### src/hw/asram_pkg.sv
// Constants for the asynchronous byte-wide memory host controller
package asram_pkg;
    localparam int ADDR_W = 19;
    localparam int DATA_W = 8;
    localparam int CLK_PERIOD_PS = 5000;
    // Times in ns, fastest grade
    localparam int READ_CYCLE_NS = 12;
    localparam int ADDR_TO_VALID_NS = 12;
    localparam int OE_TO_VALID_NS = 6;
    localparam int WRITE_CYCLE_NS = 12;
    localparam int ADDR_SETUP_TO_STORE_END_NS = 10;
    localparam int STORE_PULSE_NS = 10;
    localparam int WRITE_DATA_SETUP_NS = 7;
    localparam int STROBE_TO_FLOAT_NS = 6;
    localparam int RETENTION_RECOVERY_NS = READ_CYCLE_NS;
    // Least times round up to whole cycles
    function automatic int ns_to_cyc(input int ns);
        int c;
        c = (ns * 1000 + CLK_PERIOD_PS - 1) / CLK_PERIOD_PS;
        return (c < 1) ? 1 : c;
    endfunction : ns_to_cyc
    localparam int READ_WAIT_CYC = ns_to_cyc(ADDR_TO_VALID_NS) + 1;
    localparam int STORE_FLOAT_CYC = ns_to_cyc(STROBE_TO_FLOAT_NS);
    localparam int STORE_LOW_CYC = ns_to_cyc(STORE_PULSE_NS + STROBE_TO_FLOAT_NS);
    localparam int RECOVERY_CYC = ns_to_cyc(RETENTION_RECOVERY_NS);
    localparam int CNT_W = 4;
endpackage : asram_pkg

### src/hw/asram_host.sv
// Host controller driving an asynchronous byte-wide static memory
// What this block does
// - Store happens while select and strobe low; strobe rises first to end it.
// - Write data stable 7 ns before store end, held 0 ns after.
// - Address stable 10 ns before store end; changes only outside store.
// - Strobe-controlled write with drive low lasts float delay plus data setup; here drive stays high and strobe low lasts store pulse plus float delay.
// - Host never drives data pins while device drives them.
// - Store strobe stays high for the whole read cycle.
// - Address valid at or before select falls in a read.
// - Deselect before supply drops for retention.
// - Wait one read cycle after retention before any access.
`timescale 1ns/1ps
`default_nettype none
module asram_host (
    input wire logic sys_clk,
    input wire logic arst_n,
    input wire logic req_valid,
    output logic req_ready,
    input wire logic req_write,
    input wire logic [asram_pkg::ADDR_W-1:0] req_addr,
    input wire logic [asram_pkg::DATA_W-1:0] req_wdata,
    output logic [asram_pkg::DATA_W-1:0] rsp_rdata,
    output logic rsp_valid,
    input wire logic retain_req,
    output logic retain_safe,
    output logic [asram_pkg::ADDR_W-1:0] addr_lines,
    output logic chip_select_n,
    output logic output_drive_n,
    output logic store_strobe_n,
    input wire logic [asram_pkg::DATA_W-1:0] data_pins_in,
    output logic [asram_pkg::DATA_W-1:0] data_pins_out,
    output logic data_pins_oe
);
    typedef enum logic [2:0] {
        ASRAM_IDLE = 3'b000,
        ASRAM_READ = 3'b001,
        ASRAM_WSET = 3'b010,
        ASRAM_WLOW = 3'b011,
        ASRAM_WEND = 3'b100,
        ASRAM_RETN = 3'b101,
        ASRAM_RECV = 3'b110
    } asram_state_t;

    logic rst_s1_reg, rst_n_reg;
    logic [asram_pkg::DATA_W-1:0] din_s1_reg, din_s2_reg;
    logic ret_s1_reg, ret_s2_reg;
    asram_state_t state_reg;
    logic [asram_pkg::CNT_W-1:0] cnt_reg;

    always_ff @(posedge sys_clk or negedge arst_n) begin
        if (!arst_n) begin
            rst_s1_reg <= 1'b0;
            rst_n_reg <= 1'b0;
        end else begin
            rst_s1_reg <= 1'b1;
            rst_n_reg <= rst_s1_reg;
        end
    end

    // Pin inputs pass two flops; read data is sampled late to cover that
    always_ff @(posedge sys_clk or negedge rst_n_reg) begin
        if (!rst_n_reg) begin
            din_s1_reg <= 8'h00;
            din_s2_reg <= 8'h00;
            ret_s1_reg <= 1'b0;
            ret_s2_reg <= 1'b0;
        end else begin
            din_s1_reg <= data_pins_in;
            din_s2_reg <= din_s1_reg;
            ret_s1_reg <= retain_req;
            ret_s2_reg <= ret_s1_reg;
        end
    end

    // Held low until the reset copy lets go, or a request would be lost
    assign req_ready = rst_n_reg && (state_reg == ASRAM_IDLE) && !ret_s2_reg;
    assign retain_safe = (state_reg == ASRAM_RETN);

    always_ff @(posedge sys_clk or negedge rst_n_reg) begin
        if (!rst_n_reg) begin
            state_reg <= ASRAM_IDLE;
            cnt_reg <= 4'h0;
        end else begin
            case (state_reg)
                ASRAM_IDLE: begin
                    if (ret_s2_reg) begin
                        state_reg <= ASRAM_RETN;
                    end else if (req_valid) begin
                        state_reg <= req_write ? ASRAM_WSET : ASRAM_READ;
                        cnt_reg <= 4'h0;
                    end
                end
                ASRAM_READ: begin
                    // Two extra cycles cover the input synchroniser
                    if (cnt_reg == 4'(asram_pkg::READ_WAIT_CYC + 1)) begin
                        state_reg <= ASRAM_IDLE;
                    end else begin
                        cnt_reg <= cnt_reg + 4'h1;
                    end
                end
                ASRAM_WSET: begin
                    state_reg <= ASRAM_WLOW;
                    cnt_reg <= 4'h0;
                end
                ASRAM_WLOW: begin
                    if (cnt_reg == 4'(asram_pkg::STORE_LOW_CYC - 1)) begin
                        state_reg <= ASRAM_WEND;
                    end else begin
                        cnt_reg <= cnt_reg + 4'h1;
                    end
                end
                ASRAM_WEND: begin
                    state_reg <= ASRAM_IDLE;
                end
                ASRAM_RETN: begin
                    if (!ret_s2_reg) begin
                        state_reg <= ASRAM_RECV;
                        cnt_reg <= 4'h0;
                    end
                end
                ASRAM_RECV: begin
                    if (cnt_reg == 4'(asram_pkg::RECOVERY_CYC - 1)) begin
                        state_reg <= ASRAM_IDLE;
                    end else begin
                        cnt_reg <= cnt_reg + 4'h1;
                    end
                end
                default: state_reg <= ASRAM_IDLE;
            endcase
        end
    end

    // Pin drive: address and data held from request to end of cycle
    always_ff @(posedge sys_clk or negedge rst_n_reg) begin
        if (!rst_n_reg) begin
            addr_lines <= 19'h00000;
            data_pins_out <= 8'h00;
        end else if (state_reg == ASRAM_IDLE && req_valid && !ret_s2_reg) begin
            addr_lines <= req_addr;
            data_pins_out <= req_wdata;
        end
    end

    always_ff @(posedge sys_clk or negedge rst_n_reg) begin
        if (!rst_n_reg) begin
            chip_select_n <= 1'b1;
            output_drive_n <= 1'b1;
            store_strobe_n <= 1'b1;
            data_pins_oe <= 1'b0;
        end else begin
            case (state_reg)
                ASRAM_IDLE: begin
                    // Select follows the address by one edge
                    chip_select_n <= 1'b1;
                    output_drive_n <= 1'b1;
                    store_strobe_n <= 1'b1;
                    data_pins_oe <= 1'b0;
                end
                ASRAM_READ: begin
                    chip_select_n <= 1'b0;
                    output_drive_n <= 1'b0;
                    store_strobe_n <= 1'b1;
                    data_pins_oe <= 1'b0;
                end
                ASRAM_WSET: begin
                    chip_select_n <= 1'b0;
                    output_drive_n <= 1'b1;
                    store_strobe_n <= 1'b0;
                    data_pins_oe <= 1'b0;
                end
                ASRAM_WLOW: begin
                    // Data only after the float delay, so no contention
                    chip_select_n <= 1'b0;
                    output_drive_n <= 1'b1;
                    store_strobe_n <= (cnt_reg == 4'(asram_pkg::STORE_LOW_CYC - 1));
                    data_pins_oe <= (cnt_reg >= 4'(asram_pkg::STORE_FLOAT_CYC - 1));
                end
                ASRAM_WEND: begin
                    // Strobe rose one edge ago; data and select were held that edge and drop here
                    chip_select_n <= 1'b1;
                    output_drive_n <= 1'b1;
                    store_strobe_n <= 1'b1;
                    data_pins_oe <= 1'b0;
                end
                default: begin
                    chip_select_n <= 1'b1;
                    output_drive_n <= 1'b1;
                    store_strobe_n <= 1'b1;
                    data_pins_oe <= 1'b0;
                end
            endcase
        end
    end

    always_ff @(posedge sys_clk or negedge rst_n_reg) begin
        if (!rst_n_reg) begin
            rsp_rdata <= 8'h00;
            rsp_valid <= 1'b0;
        end else begin
            rsp_valid <= 1'b0;
            if (state_reg == ASRAM_READ && cnt_reg == 4'(asram_pkg::READ_WAIT_CYC + 1)) begin
                rsp_rdata <= din_s2_reg;
                rsp_valid <= 1'b1;
            end
        end
    end
endmodule : asram_host
`default_nettype wire

### config.mk
export PLATFORM = sky130hd
export DESIGN_NAME = asram_host
export DESIGN_NICKNAME = d
export VERILOG_FILES = /design/src/hw/asram_pkg.sv /design/src/hw/asram_host.sv
export SDC_FILE = /design/constraint.sdc
export NUM_CORES = 1
export LEC_CHECK = 0
export ABC_AREA = 1
export ABC_CLOCK_PERIOD_IN_PS = 3100
export BUFFER_PORTS_ARGS = -buffer_cell sky130_fd_sc_hd__buf_2
export CORE_UTILIZATION = 35
export DETAILED_ROUTE_END_ITERATION = 10
export MAX_ROUTING_LAYER = met4
export PLACE_DENSITY = 0.63
export SYNTH_ARGS = -nofsm -noshare
export SYNTH_HDL_FRONTEND = slang
export SYNTH_SLANG_ARGS = --single-unit
### constraint.sdc
create_clock -name sys_clk -period 3.1 [get_ports sys_clk]
set_clock_uncertainty 0.2 [all_clocks]
set_input_delay 0.155 -clock sys_clk [delete_from_list [all_inputs] [get_ports sys_clk]]
set_output_delay 0.155 -clock sys_clk [all_outputs]
set_load 0.005 [all_outputs]
==> flow_summary.rst, run 1 <==
.. list-table::
   :header-rows: 1

   * - Metric
     - Value
   * - Startpoint class of the critical path
     - flop
   * - Final period demand of the worst path
     - 2180 ps
   * - Net Count, Synth
     - 333
   * - Number of core rows
     - 31
   * - Max-cap violation count
     - 0
   * - Area of placed instances
     - 3210 sq um
   * - Area growth, synth to finish
     - 37.7%
   * - Post-route clock period utilization
     - 0.705
   * - Number of vias per cell after detailed routing
     - 4.51
   * - Post-route non-filler standard cell count
     - 515
   * - Core region area
     - 7450 sq um
   * - Die width
     - 90.7 um
   * - Pwr/cell area
     - 763 nW/um^2
   * - Setup repair after global routing missed its margin
     - false
   * - Number of inserted diodes
     - 0
   * - DPL Wire Length
     - 3920 um
   * - Transition at the pin with the smallest max-transition slack
     - 630 ps
   * - Starting Density
     - 0.370
   * - Met3 WL post-DR
     - 328 um
   * - Antenna violations before repair
     - 0
   * - Maximum operating frequency
     - 458 MHz
   * - Final std cell area, no fill
     - 3800 sq um
   * - Final-report setup violation count
     - 0
   * - Worst-case setup slack after placement
     - 1040 ps
   * - Area of the die
     - 8230 sq um
   * - Fill cell instance count of the final layout
     - 706
   * - I/O pin total
     - 82
   * - Routed wire length
     - 6090 um
   * - DRC viols
     - 0
   * - Aggregate negative setup slack
     - 0 ps
   * - Proportion of layout cells with a drive suffix above 1
     - 0.279
   * - Fraction of post-synthesis cell area in the top cell type by area
     - 0.581
   * - Mapped cell area
     - 2760 sq um
   * - Peak supply drop
     - 0.396 mV
   * - Type of element capturing the critical path
     - output pin
   * - Top layer used by detailed routing
     - met4
   * - Met1 routed wirelength after detailed routing
     - 2700 um
   * - Number of flip-flops under the largest register name
     - 19
   * - Final weighted congestion in routability-driven placement
     - 0.814
   * - Net total in the final layout
     - 455
   * - Synth top area cells
     - sky130_fd_sc_hd__dfrtp_1 (58%), sky130_fd_sc_hd__nand2_1 (15%), sky130_fd_sc_hd__o21ai_0 (5.8%), sky130_fd_sc_hd__dfstp_2 (2.9%), sky130_fd_sc_hd__nand3_1 (2.5%)
   * - Wire length of the first global-routing pass
     - 10400 um
   * - H-Tree Depth
     - 3
   * - Register with the highest flop count
     - addr_lines
   * - Sink count of the clock tree
     - 67
   * - Buffer levels on the longest clock path
     - 2
   * - Most common cell after layout, fill and taps aside
     - sky130_fd_sc_hd__nand2_1
   * - Initial drt markers
     - 225
   * - Global routing usage summed across all routing layers
     - 0.163
   * - Data required time at the worst endpoint
     - 2740 ps
   * - Quantity of I/O buffers inserted on ports
     - 81
   * - Total number of vias
     - 2323
   * - Tightest Hold Check Type
     - in -> reg
   * - Number of unique standard cell types used by synthesis
     - 27
   * - Mean routed wirelength per cell
     - 11.8 um
   * - Remaining max-slew budget at the tightest pin
     - 0.580
   * - Post-route worst setup slack
     - 916 ps
   * - Worst skew pair latency
     - 330 ps
   * - Remaining antenna violation count
     - 0
   * - Most used cells in the layout excluding fill and tap cells
     - sky130_fd_sc_hd__nand2_1 (109), sky130_fd_sc_hd__buf_2 (81), sky130_fd_sc_hd__dfrtp_1 (63)
   * - Avg Synthesized Cell Area
     - 9.54 sq um
   * - GRT overflow
     - 0
   * - Clock-pin slew of the registers on the worst-case setup and hold paths
     - 80 ps
   * - Leak pwr
     - 2.01 nW
   * - CTS root buf
     - sky130_fd_sc_hd__clkbuf_8
   * - Die Y-Extent
     - 90.7 um
   * - Critical setup path kind
     - reg -> out
   * - Post-CTS Setup Repair Bufs
     - 0
   * - Pins Over Slew Limit
     - 0
   * - Cell taking the most area after synthesis
     - sky130_fd_sc_hd__dfrtp_1
   * - Biggest fanout along the worst timing path
     - 29
   * - CTS tree
     - built
   * - Sequential area share after synthesis
     - 0.610
   * - Detailed Routing Iterations Pass 1
     - 4
   * - Instance count of the mapped netlist
     - 289
   * - Result of the run
     - finished clean
   * - Arrival time of the worst setup path
     - 1830 ps
   * - Synthesis Warnings
     - 0
   * - Post-synthesis sequential element count
     - 67
   * - Min Hold Slack
     - 15.6 ps
   * - Count of endpoints failing hold in the final timing report
     - 0
   * - Maximum number of pins on one net before global-route repair
     - 53
   * - Routed length on met2
     - 2880 um
   * - Placed cell count
     - 460
   * - Vias in the first global route
     - 2263
   * - Clock buffer count from CTS
     - 9
-- critical path, cell delays in order, from the launching register on --
cell                      delay, ps
sky130_fd_sc_hd__dfrtp_1        530
sky130_fd_sc_hd__nor2_8         170
sky130_fd_sc_hd__inv_4           50
sky130_fd_sc_hd__nor2_4          90
sky130_fd_sc_hd__nand2_2        310
sky130_fd_sc_hd__nor2_1         180
sky130_fd_sc_hd__buf_2          140
-- repair_timing --
action,4_1_cts,5_1_grt
endpoints found under the hold margin,48,0
hold buffers,39,0
resized for setup,0,0
-- routing by layer --
layer  global-route usage  vias up
met2                0.242       81
met1                0.205     1072
li1                     -     1153
met5                    -        -
met4               0.0739        0
met3               0.0480       17
-- where the power goes --
group	internal (mW)	switching, mW
registers	1.13	0.175
clock network	0.375	0.342
logic	0.374	0.505
total	1.87	1.02
-- kinds of logic after synthesis --
group                      Yosys count  share of synthesized area
xor gates and xnor gates             1                    0.00318
AOI/OAI and AO/OA                   37                     0.0685
buffers and inverters               29                     0.0599
and+or+nand+nor                    150                      0.239
adders and majority gates            4                     0.0182
other                                1                    0.00136
DFF                                 67                      0.610
-- synthesized netlist by cell type --
cell	number
sky130_fd_sc_hd__nand2_1	109
sky130_fd_sc_hd__dfrtp_1	64
sky130_fd_sc_hd__o21ai_0	32
sky130_fd_sc_hd__inv_1	15
sky130_fd_sc_hd__nand3_1	14
sky130_fd_sc_hd__nor2_1	12
sky130_fd_sc_hd__nand2_2	6
sky130_fd_sc_hd__ha_1	4
sky130_fd_sc_hd__nand4_1	4
sky130_fd_sc_hd__a21oi_1	3
sky130_fd_sc_hd__buf_6	3
sky130_fd_sc_hd__clkbuf_1	3
sky130_fd_sc_hd__dfstp_2	3
sky130_fd_sc_hd__buf_2	2
sky130_fd_sc_hd__nor2_4	2
sky130_fd_sc_hd__nor2_8	2
sky130_fd_sc_hd__a21boi_0	1
sky130_fd_sc_hd__a31oi_1	1
sky130_fd_sc_hd__buf_12	1
sky130_fd_sc_hd__buf_8	1
sky130_fd_sc_hd__clkbuf_2	1
sky130_fd_sc_hd__clkinv_1	1
sky130_fd_sc_hd__conb_1	1
sky130_fd_sc_hd__inv_2	1
sky130_fd_sc_hd__inv_4	1
sky130_fd_sc_hd__nand3_2	1
sky130_fd_sc_hd__xnor2_1	1
-- stage by stage --
stage,util,total power [mW]
floorplan,-,1.85
global placement,0.431,2.14
detailed placement,0.431,2.16
CTS,0.510,2.92
global route,0.510,3.13
finish,0.510,2.90
-- layout make-up --
cell class	instances	area (sq um)	area share
tap	99	124	0.0326
inverter	18	70.1	0.0185
multi-input combinational	193	911	0.240
sequential	67	1680	0.443
clock inverter	7	75.1	0.0198
clock buffer	9	124	0.0326
timing repair buffer	122	811	0.214
-- final timing paths --
check	start	to	slack, ps	cells after the start
max reg2reg	state_reg[0]	addr_lines[13]	1010	7
min	req_write	state_reg[0]	20	6
max in group asynchronous	rst_n_reg	din_s2_reg[2]	1690	1
max	state_reg[0]	req_ready	920	6
min in group asynchronous	rst_n_reg	store_strobe_n	110	0
min reg2reg	rst_n_reg	store_strobe_n	110	0
Power figures use the tool's default switching activity.
==> run 2: changes to the inputs <==
ABC_CLOCK_PERIOD_IN_PS = 1900   (was 3100)
PLACE_DENSITY = 0.65   (was 0.63)
clock period = 1.9 ns   (was 3.1 ns; I/O delays follow)
==> run 2 against run 1 <==
Against the previous run:
- final cell count up 2.3%
- sequential share of layout area down 1.5 points
- largest power group unchanged
- largest cell class unchanged
- setup slack worse by 830 ps
- register-to-register slack worse by 860 ps
- design area up 3.8%
- first-iteration DRC count down 36%
==> flow_summary.rst, run 2 (synthesized netlist as in run 1, its figures left out) <==
.. list-table::
   :header-rows: 1

   * - Metric
     - Value
   * - Result of the run
     - finished clean
   * - Clock-pin slew of the registers on the worst-case setup and hold paths
     - 70 ps
   * - Proportion of total power due to net switching
     - 0.342
   * - Biggest fanout along the worst timing path
     - 14
   * - Final-report setup violation count
     - 0
   * - Worst skew pair latency
     - 340 ps
   * - Seq pwr share
     - 0.420
   * - Most common cell after layout, fill and taps aside
     - sky130_fd_sc_hd__nand2_1
   * - GRT overflow
     - 0
   * - Sequential cell area
     - 1690 sq um
   * - Core region area
     - 7450 sq um
   * - Antenna violations before repair
     - 0
   * - Psw
     - 1.71 mW
   * - Type of element capturing the critical path
     - output pin
   * - Most used cells in the layout excluding fill and tap cells
     - sky130_fd_sc_hd__nand2_1 (109), sky130_fd_sc_hd__buf_2 (81), sky130_fd_sc_hd__dfrtp_1 (60)
   * - Register with the highest flop count
     - addr_lines
   * - Wire length of the first global-routing pass
     - 10500 um
   * - Number of inserted diodes
     - 0
   * - Setup repair after global routing missed its margin
     - false
   * - Transition at the pin with the smallest max-transition slack
     - 527 ps
   * - Fill cell instance count of the final layout
     - 655
   * - Area of combinational cells with multiple inputs
     - 918 sq um
   * - Number of vias per cell after detailed routing
     - 4.52
   * - Proportion of layout cells with a drive suffix above 1
     - 0.308
   * - Die width
     - 90.7 um
   * - Initial drt markers
     - 145
   * - Detailed Routing Iterations Pass 1
     - 4
   * - Mean routed wirelength per cell
     - 12.2 um
   * - Area of placed instances
     - 3300 sq um
   * - Tightest Hold Check Type
     - in -> reg
   * - Quantity of I/O buffers inserted on ports
     - 81
   * - DRC viols
     - 0
   * - Global routing usage summed across all routing layers
     - 0.168
   * - Pwr/cell area
     - 1270 nW/um^2
   * - CTS root buf
     - sky130_fd_sc_hd__clkbuf_8
   * - Number of core rows
     - 31
   * - Die Y-Extent
     - 90.7 um
   * - Startpoint class of the critical path
     - flop
   * - Remaining antenna violation count
     - 0
   * - Pins Over Slew Limit
     - 0
   * - Clock network fraction of design power
     - 0.256
   * - Total number of vias
     - 2384
   * - Area of the die
     - 8230 sq um
   * - Maximum number of pins on one net before global-route repair
     - 45
   * - Maximum operating frequency
     - 552 MHz
   * - I/O pin total
     - 82
   * - Post-route clock period utilization
     - 0.953
   * - CTS tree
     - built
   * - Buffer levels on the longest clock path
     - 2
   * - Peak supply drop
     - 0.788 mV
   * - Vias in the first global route
     - 2266
   * - Clock buffer count from CTS
     - 9
   * - Routed wire length
     - 6430 um
   * - Logic pwr share
     - 0.325
   * - Critical setup path kind
     - reg -> out
   * - Number of flip-flops under the largest register name
     - 19
   * - Max-cap violation count
     - 0
   * - Final period demand of the worst path
     - 1810 ps
   * - Arrival time of the worst setup path
     - 1520 ps
   * - Aggregate negative setup slack
     - 0 ps
   * - Net total in the final layout
     - 467
   * - Final std cell area, no fill
     - 3940 sq um
   * - H-Tree Depth
     - 3
   * - Remaining max-slew budget at the tightest pin
     - 0.649
   * - Starting Density
     - 0.370
   * - Sink count of the clock tree
     - 67
   * - Area growth, synth to finish
     - 42.9%
   * - Leak pwr
     - 2.09 nW
   * - DPL Wire Length
     - 4080 um
   * - Cell-internal power
     - 3.29 mW
   * - Final weighted congestion in routability-driven placement
     - 0.901
   * - Count of endpoints failing hold in the final timing report
     - 0
   * - Data required time at the worst endpoint
     - 1600 ps
run 2: cell types whose count changed in the layout (fill, tap and decap cells not counted), moves of 2 or more:
| cell | before | now |
|---|---|---|
| sky130_fd_sc_hd__buf_12 | 0 | 2 |
| sky130_fd_sc_hd__buf_4 | 2 | 12 |
| sky130_fd_sc_hd__clkinv_2 | 1 | 3 |
| sky130_fd_sc_hd__clkinv_4 | 0 | 2 |
| sky130_fd_sc_hd__clkinvlp_4 | 3 | 0 |
| sky130_fd_sc_hd__dfrtp_1 | 63 | 60 |
| sky130_fd_sc_hd__dfrtp_2 | 1 | 4 |
| sky130_fd_sc_hd__inv_6 | 2 | 0 |
run 2: final cells by class:
type	instances	area share
clock buffer	9	0.0314
sequential	67	0.428
tap	99	0.0314
multi-input combinational	193	0.233
clock inverter	7	0.0235
inverter	18	0.0178
timing repair buffer	134	0.235
run 2: metrics by stage:
| step | total power [mW] | utilization | hold WS, ps | setup WS, ps | cells |
|---|---|---|---|---|---|
| after floorplan | 3.01 | - | -401 | 279 | 289 |
| after global placement | 3.55 | 0.443 | -319 | 119 | 469 |
| after detailed placement | 3.59 | 0.443 | -319 | 33.7 | 469 |
| after CTS | 4.98 | 0.527 | 57.7 | 35.9 | 526 |
| after global routing | 5.34 | 0.529 | 86.7 | 4.32 | 527 |
| final | 5.00 | 0.529 | 67.3 | 88.5 | 527 |
run 2: worst paths after layout:
check | from | end | slack [ps] | cells past startpoint
max in group asynchronous | rst_n_reg | state_reg[2] | 920 | 1
worst min-delay path | req_valid | addr_lines[0] | 70 | 5
worst min register to register | rst_n_reg | data_pins_oe | 80 | 1
worst max-delay path | state_reg[0] | req_ready | 90 | 7
worst max register to register | cnt_reg[0] | cnt_reg[3] | 150 | 7
min in group asynchronous | rst_n_reg | data_pins_oe | 80 | 1
run 2: timing repair:
action,4_1_cts,5_1_grt
pin swaps,1,1
buffers inserted,2,1
endpoints found under the setup margin,1,8
gates resized for setup,2,4
hold buffers,39,0
endpoints found under the hold margin,40,0
run 2: per-layer routing:
layer / track usage / vias up / share of wire
met5: - / - / 0
li1: - / 1180 / -
met2: 0.253 / 68 / 0.48
met3: 0.0471 / 5 / 0.058
met4: 0.0511 / 0 / 0.0065
met1: 0.220 / 1131 / 0.45
run 2: power groups by stage:
stage	Combinational, mW	Sequential (mW)	Clock (mW)
final	1.63	2.10	1.28
after global routing	1.82	2.14	1.37
after CTS	1.59	2.09	1.30
after detailed placement	1.48	2.11	0
after global placement	1.43	2.12	0
after floorplan	0.929	2.08	0
run 2: critical path, stage by stage (launching register included):
cell and delay (ps):
sky130_fd_sc_hd__dfrtp_2 450, sky130_fd_sc_hd__nor2_8 130, sky130_fd_sc_hd__inv_4 50, sky130_fd_sc_hd__nor2_4 110, sky130_fd_sc_hd__nand2_4 70, sky130_fd_sc_hd__buf_4 180, sky130_fd_sc_hd__nor2_2 90, sky130_fd_sc_hd__buf_2 110
==> run 3: changes to the inputs <==
PLACE_DENSITY = not set   (was 0.65)
PLACE_DENSITY_LB_ADDON = 0.2   (was not set)
==> run 3 against run 2 <==
Against the previous run:
- design area fell by 0.70%
- setup slack lost 15 ps
- register-to-register slack improved by 20 ps
- global-route usage up 0.12 points
- via count fell by 3.3%
- total power is 0.70% higher
- critical path depth decreased by 1
- sequential power hardly changed
- flip-flop and latch count unchanged
- die area unchanged
- largest cell class unchanged
- highest routed layer unchanged
==> flow_summary.rst, run 3 (synthesized netlist as in run 1, its figures left out) <==
.. list-table::
   :header-rows: 1

   * - Metric
     - Value
   * - Antenna violations before repair
     - 0
   * - Clock-pin slew of the registers on the worst-case setup and hold paths
     - 80 ps
   * - Result of the run
     - finished clean
   * - Cell Chain, Critical Path
     - nor2_8, inv_4, nor2_4, nand2_8, nor2_1, buf_2
   * - Number of inserted diodes
     - 0
   * - Type of element capturing the critical path
     - output pin
   * - Maximum operating frequency
     - 548 MHz
   * - Pwr/cell area
     - 1290 nW/um^2
   * - Number of flip-flops under the largest register name
     - 19
   * - Biggest fanout along the worst timing path
     - 29
   * - Placed cell count
     - 468
   * - Count of endpoints failing hold in the final timing report
     - 0
   * - Post-route non-filler standard cell count
     - 522
   * - Worst skew pair latency
     - 340 ps
   * - Wire length of the first global-routing pass
     - 10500 um
   * - Aggregate negative setup slack
     - 0 ps
   * - Number of vias per cell after detailed routing
     - 4.42
   * - Area of placed instances
     - 3270 sq um
   * - Transition at the pin with the smallest max-transition slack
     - 579 ps
   * - Number of core rows
     - 31
   * - Final period demand of the worst path
     - 1830 ps
   * - Net total in the final layout
     - 462
   * - CTS root buf
     - sky130_fd_sc_hd__clkbuf_8
   * - Remaining antenna violation count
     - 0
   * - Routed wire length
     - 6020 um
   * - Buffer levels on the longest clock path
     - 2
   * - DRC viols
     - 0
   * - Proportion of layout cells with a drive suffix above 1
     - 0.293
   * - Quantity of I/O buffers inserted on ports
     - 81
   * - Max-cap violation count
     - 0
   * - I/O pin total
     - 82
   * - Peak supply drop
     - 0.610 mV
   * - Die width
     - 90.7 um
   * - CTS tree
     - built
   * - Data required time at the worst endpoint
     - 1600 ps
   * - Leak pwr
     - 2.07 nW
   * - Sink count of the clock tree
     - 67
   * - H-Tree Depth
     - 3
   * - Critical setup path kind
     - reg -> out
   * - Pins Over Slew Limit
     - 0
   * - Critical-path cell with the highest stage delay
     - sky130_fd_sc_hd__dfrtp_1
   * - Final weighted congestion in routability-driven placement
     - 0.867
   * - Area of the die
     - 8230 sq um
   * - Vias in the first global route
     - 2291
   * - Category of cells accounting for the largest share of critical-path delay
     - simple AND/OR/NAND/NOR gates
   * - Post-route clock period utilization
     - 0.961
   * - Total number of vias
     - 2306
   * - Post-CTS Setup Repair Bufs
     - 0
   * - DPL Wire Length
     - 3930 um
   * - Number of buffers and inverters on the critical path
     - 2
   * - Mean routed wirelength per cell
     - 11.5 um
   * - Most common cell after layout, fill and taps aside
     - sky130_fd_sc_hd__nand2_1
   * - Delay contributed by the slowest stage of the critical path
     - 440 ps
   * - Initial drt markers
     - 129
   * - Starting Density
     - 0.370
   * - Clock buffer count from CTS
     - 9
   * - Design Power
     - 5.04 mW
   * - Final std cell area, no fill
     - 3910 sq um
   * - GRT overflow
     - 0
   * - Area growth, synth to finish
     - 41.9%
   * - Register with the highest flop count
     - addr_lines
   * - Core region area
     - 7450 sq um
   * - Maximum number of pins on one net before global-route repair
     - 47
   * - Startpoint class of the critical path
     - flop
   * - Detailed Routing Iterations Pass 1
     - 4
   * - Setup repair after global routing missed its margin
     - true
   * - Arrival time of the worst setup path
     - 1530 ps
   * - Remaining max-slew budget at the tightest pin
     - 0.614
   * - Most used cells in the layout excluding fill and tap cells
     - sky130_fd_sc_hd__nand2_1 (109), sky130_fd_sc_hd__buf_2 (81), sky130_fd_sc_hd__dfrtp_1 (62)
   * - Die Y-Extent
     - 90.7 um
   * - Final-report setup violation count
     - 0
   * - Global routing usage summed across all routing layers
     - 0.169
   * - Tightest Hold Check Type
     - reg -> async
## run 3: worst register-to-register path, delay by kind of cell (launching register included)
kind	cells	cell delay, ps
flops	1	440
simple gates	6	1000
buf+inv	1	50
## run 3: repair_timing
action,in CTS,in global routing
hold buffers,39,0
endpoints found under the setup margin,1,17
resized for setup,1,3
endpoints found under the hold margin,40,0
## run 3: through the flow
stage	util	setup WS, ps	hold WS, ps
floorplan	-	279	-401
global route	0.525	-46.6	112
global placement	0.439	86.4	-318
detailed placement	0.439	106	-316
finish	0.525	73.6	77.5
CTS	0.524	14.7	63.8
## run 3: final cells by class
class	instances	area (sq um)
fillers	724	3530
repair buffers	129	863
multi-input cells	193	925
clock buffers	9	124
clock inverters	7	124
well taps	99	124
flip-flops and latches	67	1680
inverters	18	70.1
## run 3: worst paths after layout
kind                                    from        endpoint  slack (ps)  cells after the start
worst max register to register  state_reg[2]  addr_lines[10]         170                      7
worst min-delay path               rst_n_reg   addr_lines[4]          80                      1
max in group asynchronous          rst_n_reg      cnt_reg[1]         870                      1
worst min register to register     rst_n_reg   addr_lines[4]          80                      1
worst max-delay path            state_reg[2]       req_ready          70                      6
min in group sys_clk               req_valid      cnt_reg[3]          80                      7
## run 3: power by group
part | switching (mW) | internal, mW
combinational | 0.858 | 0.651
sequential | 0.241 | 1.84
clock | 0.571 | 0.880
total | 1.67 | 3.37
## run 3: layer usage
| layer | up-vias | track usage | wire, um |
|---|---|---|---|
| met5 | - | - | 0 |
| met4 | 0 | 0.0685 | 82 |
| li1 | 1173 | - | - |
| met1 | 1061 | 0.210 | 2750 |
| met2 | 64 | 0.258 | 2880 |
| met3 | 8 | 0.0505 | 303 |
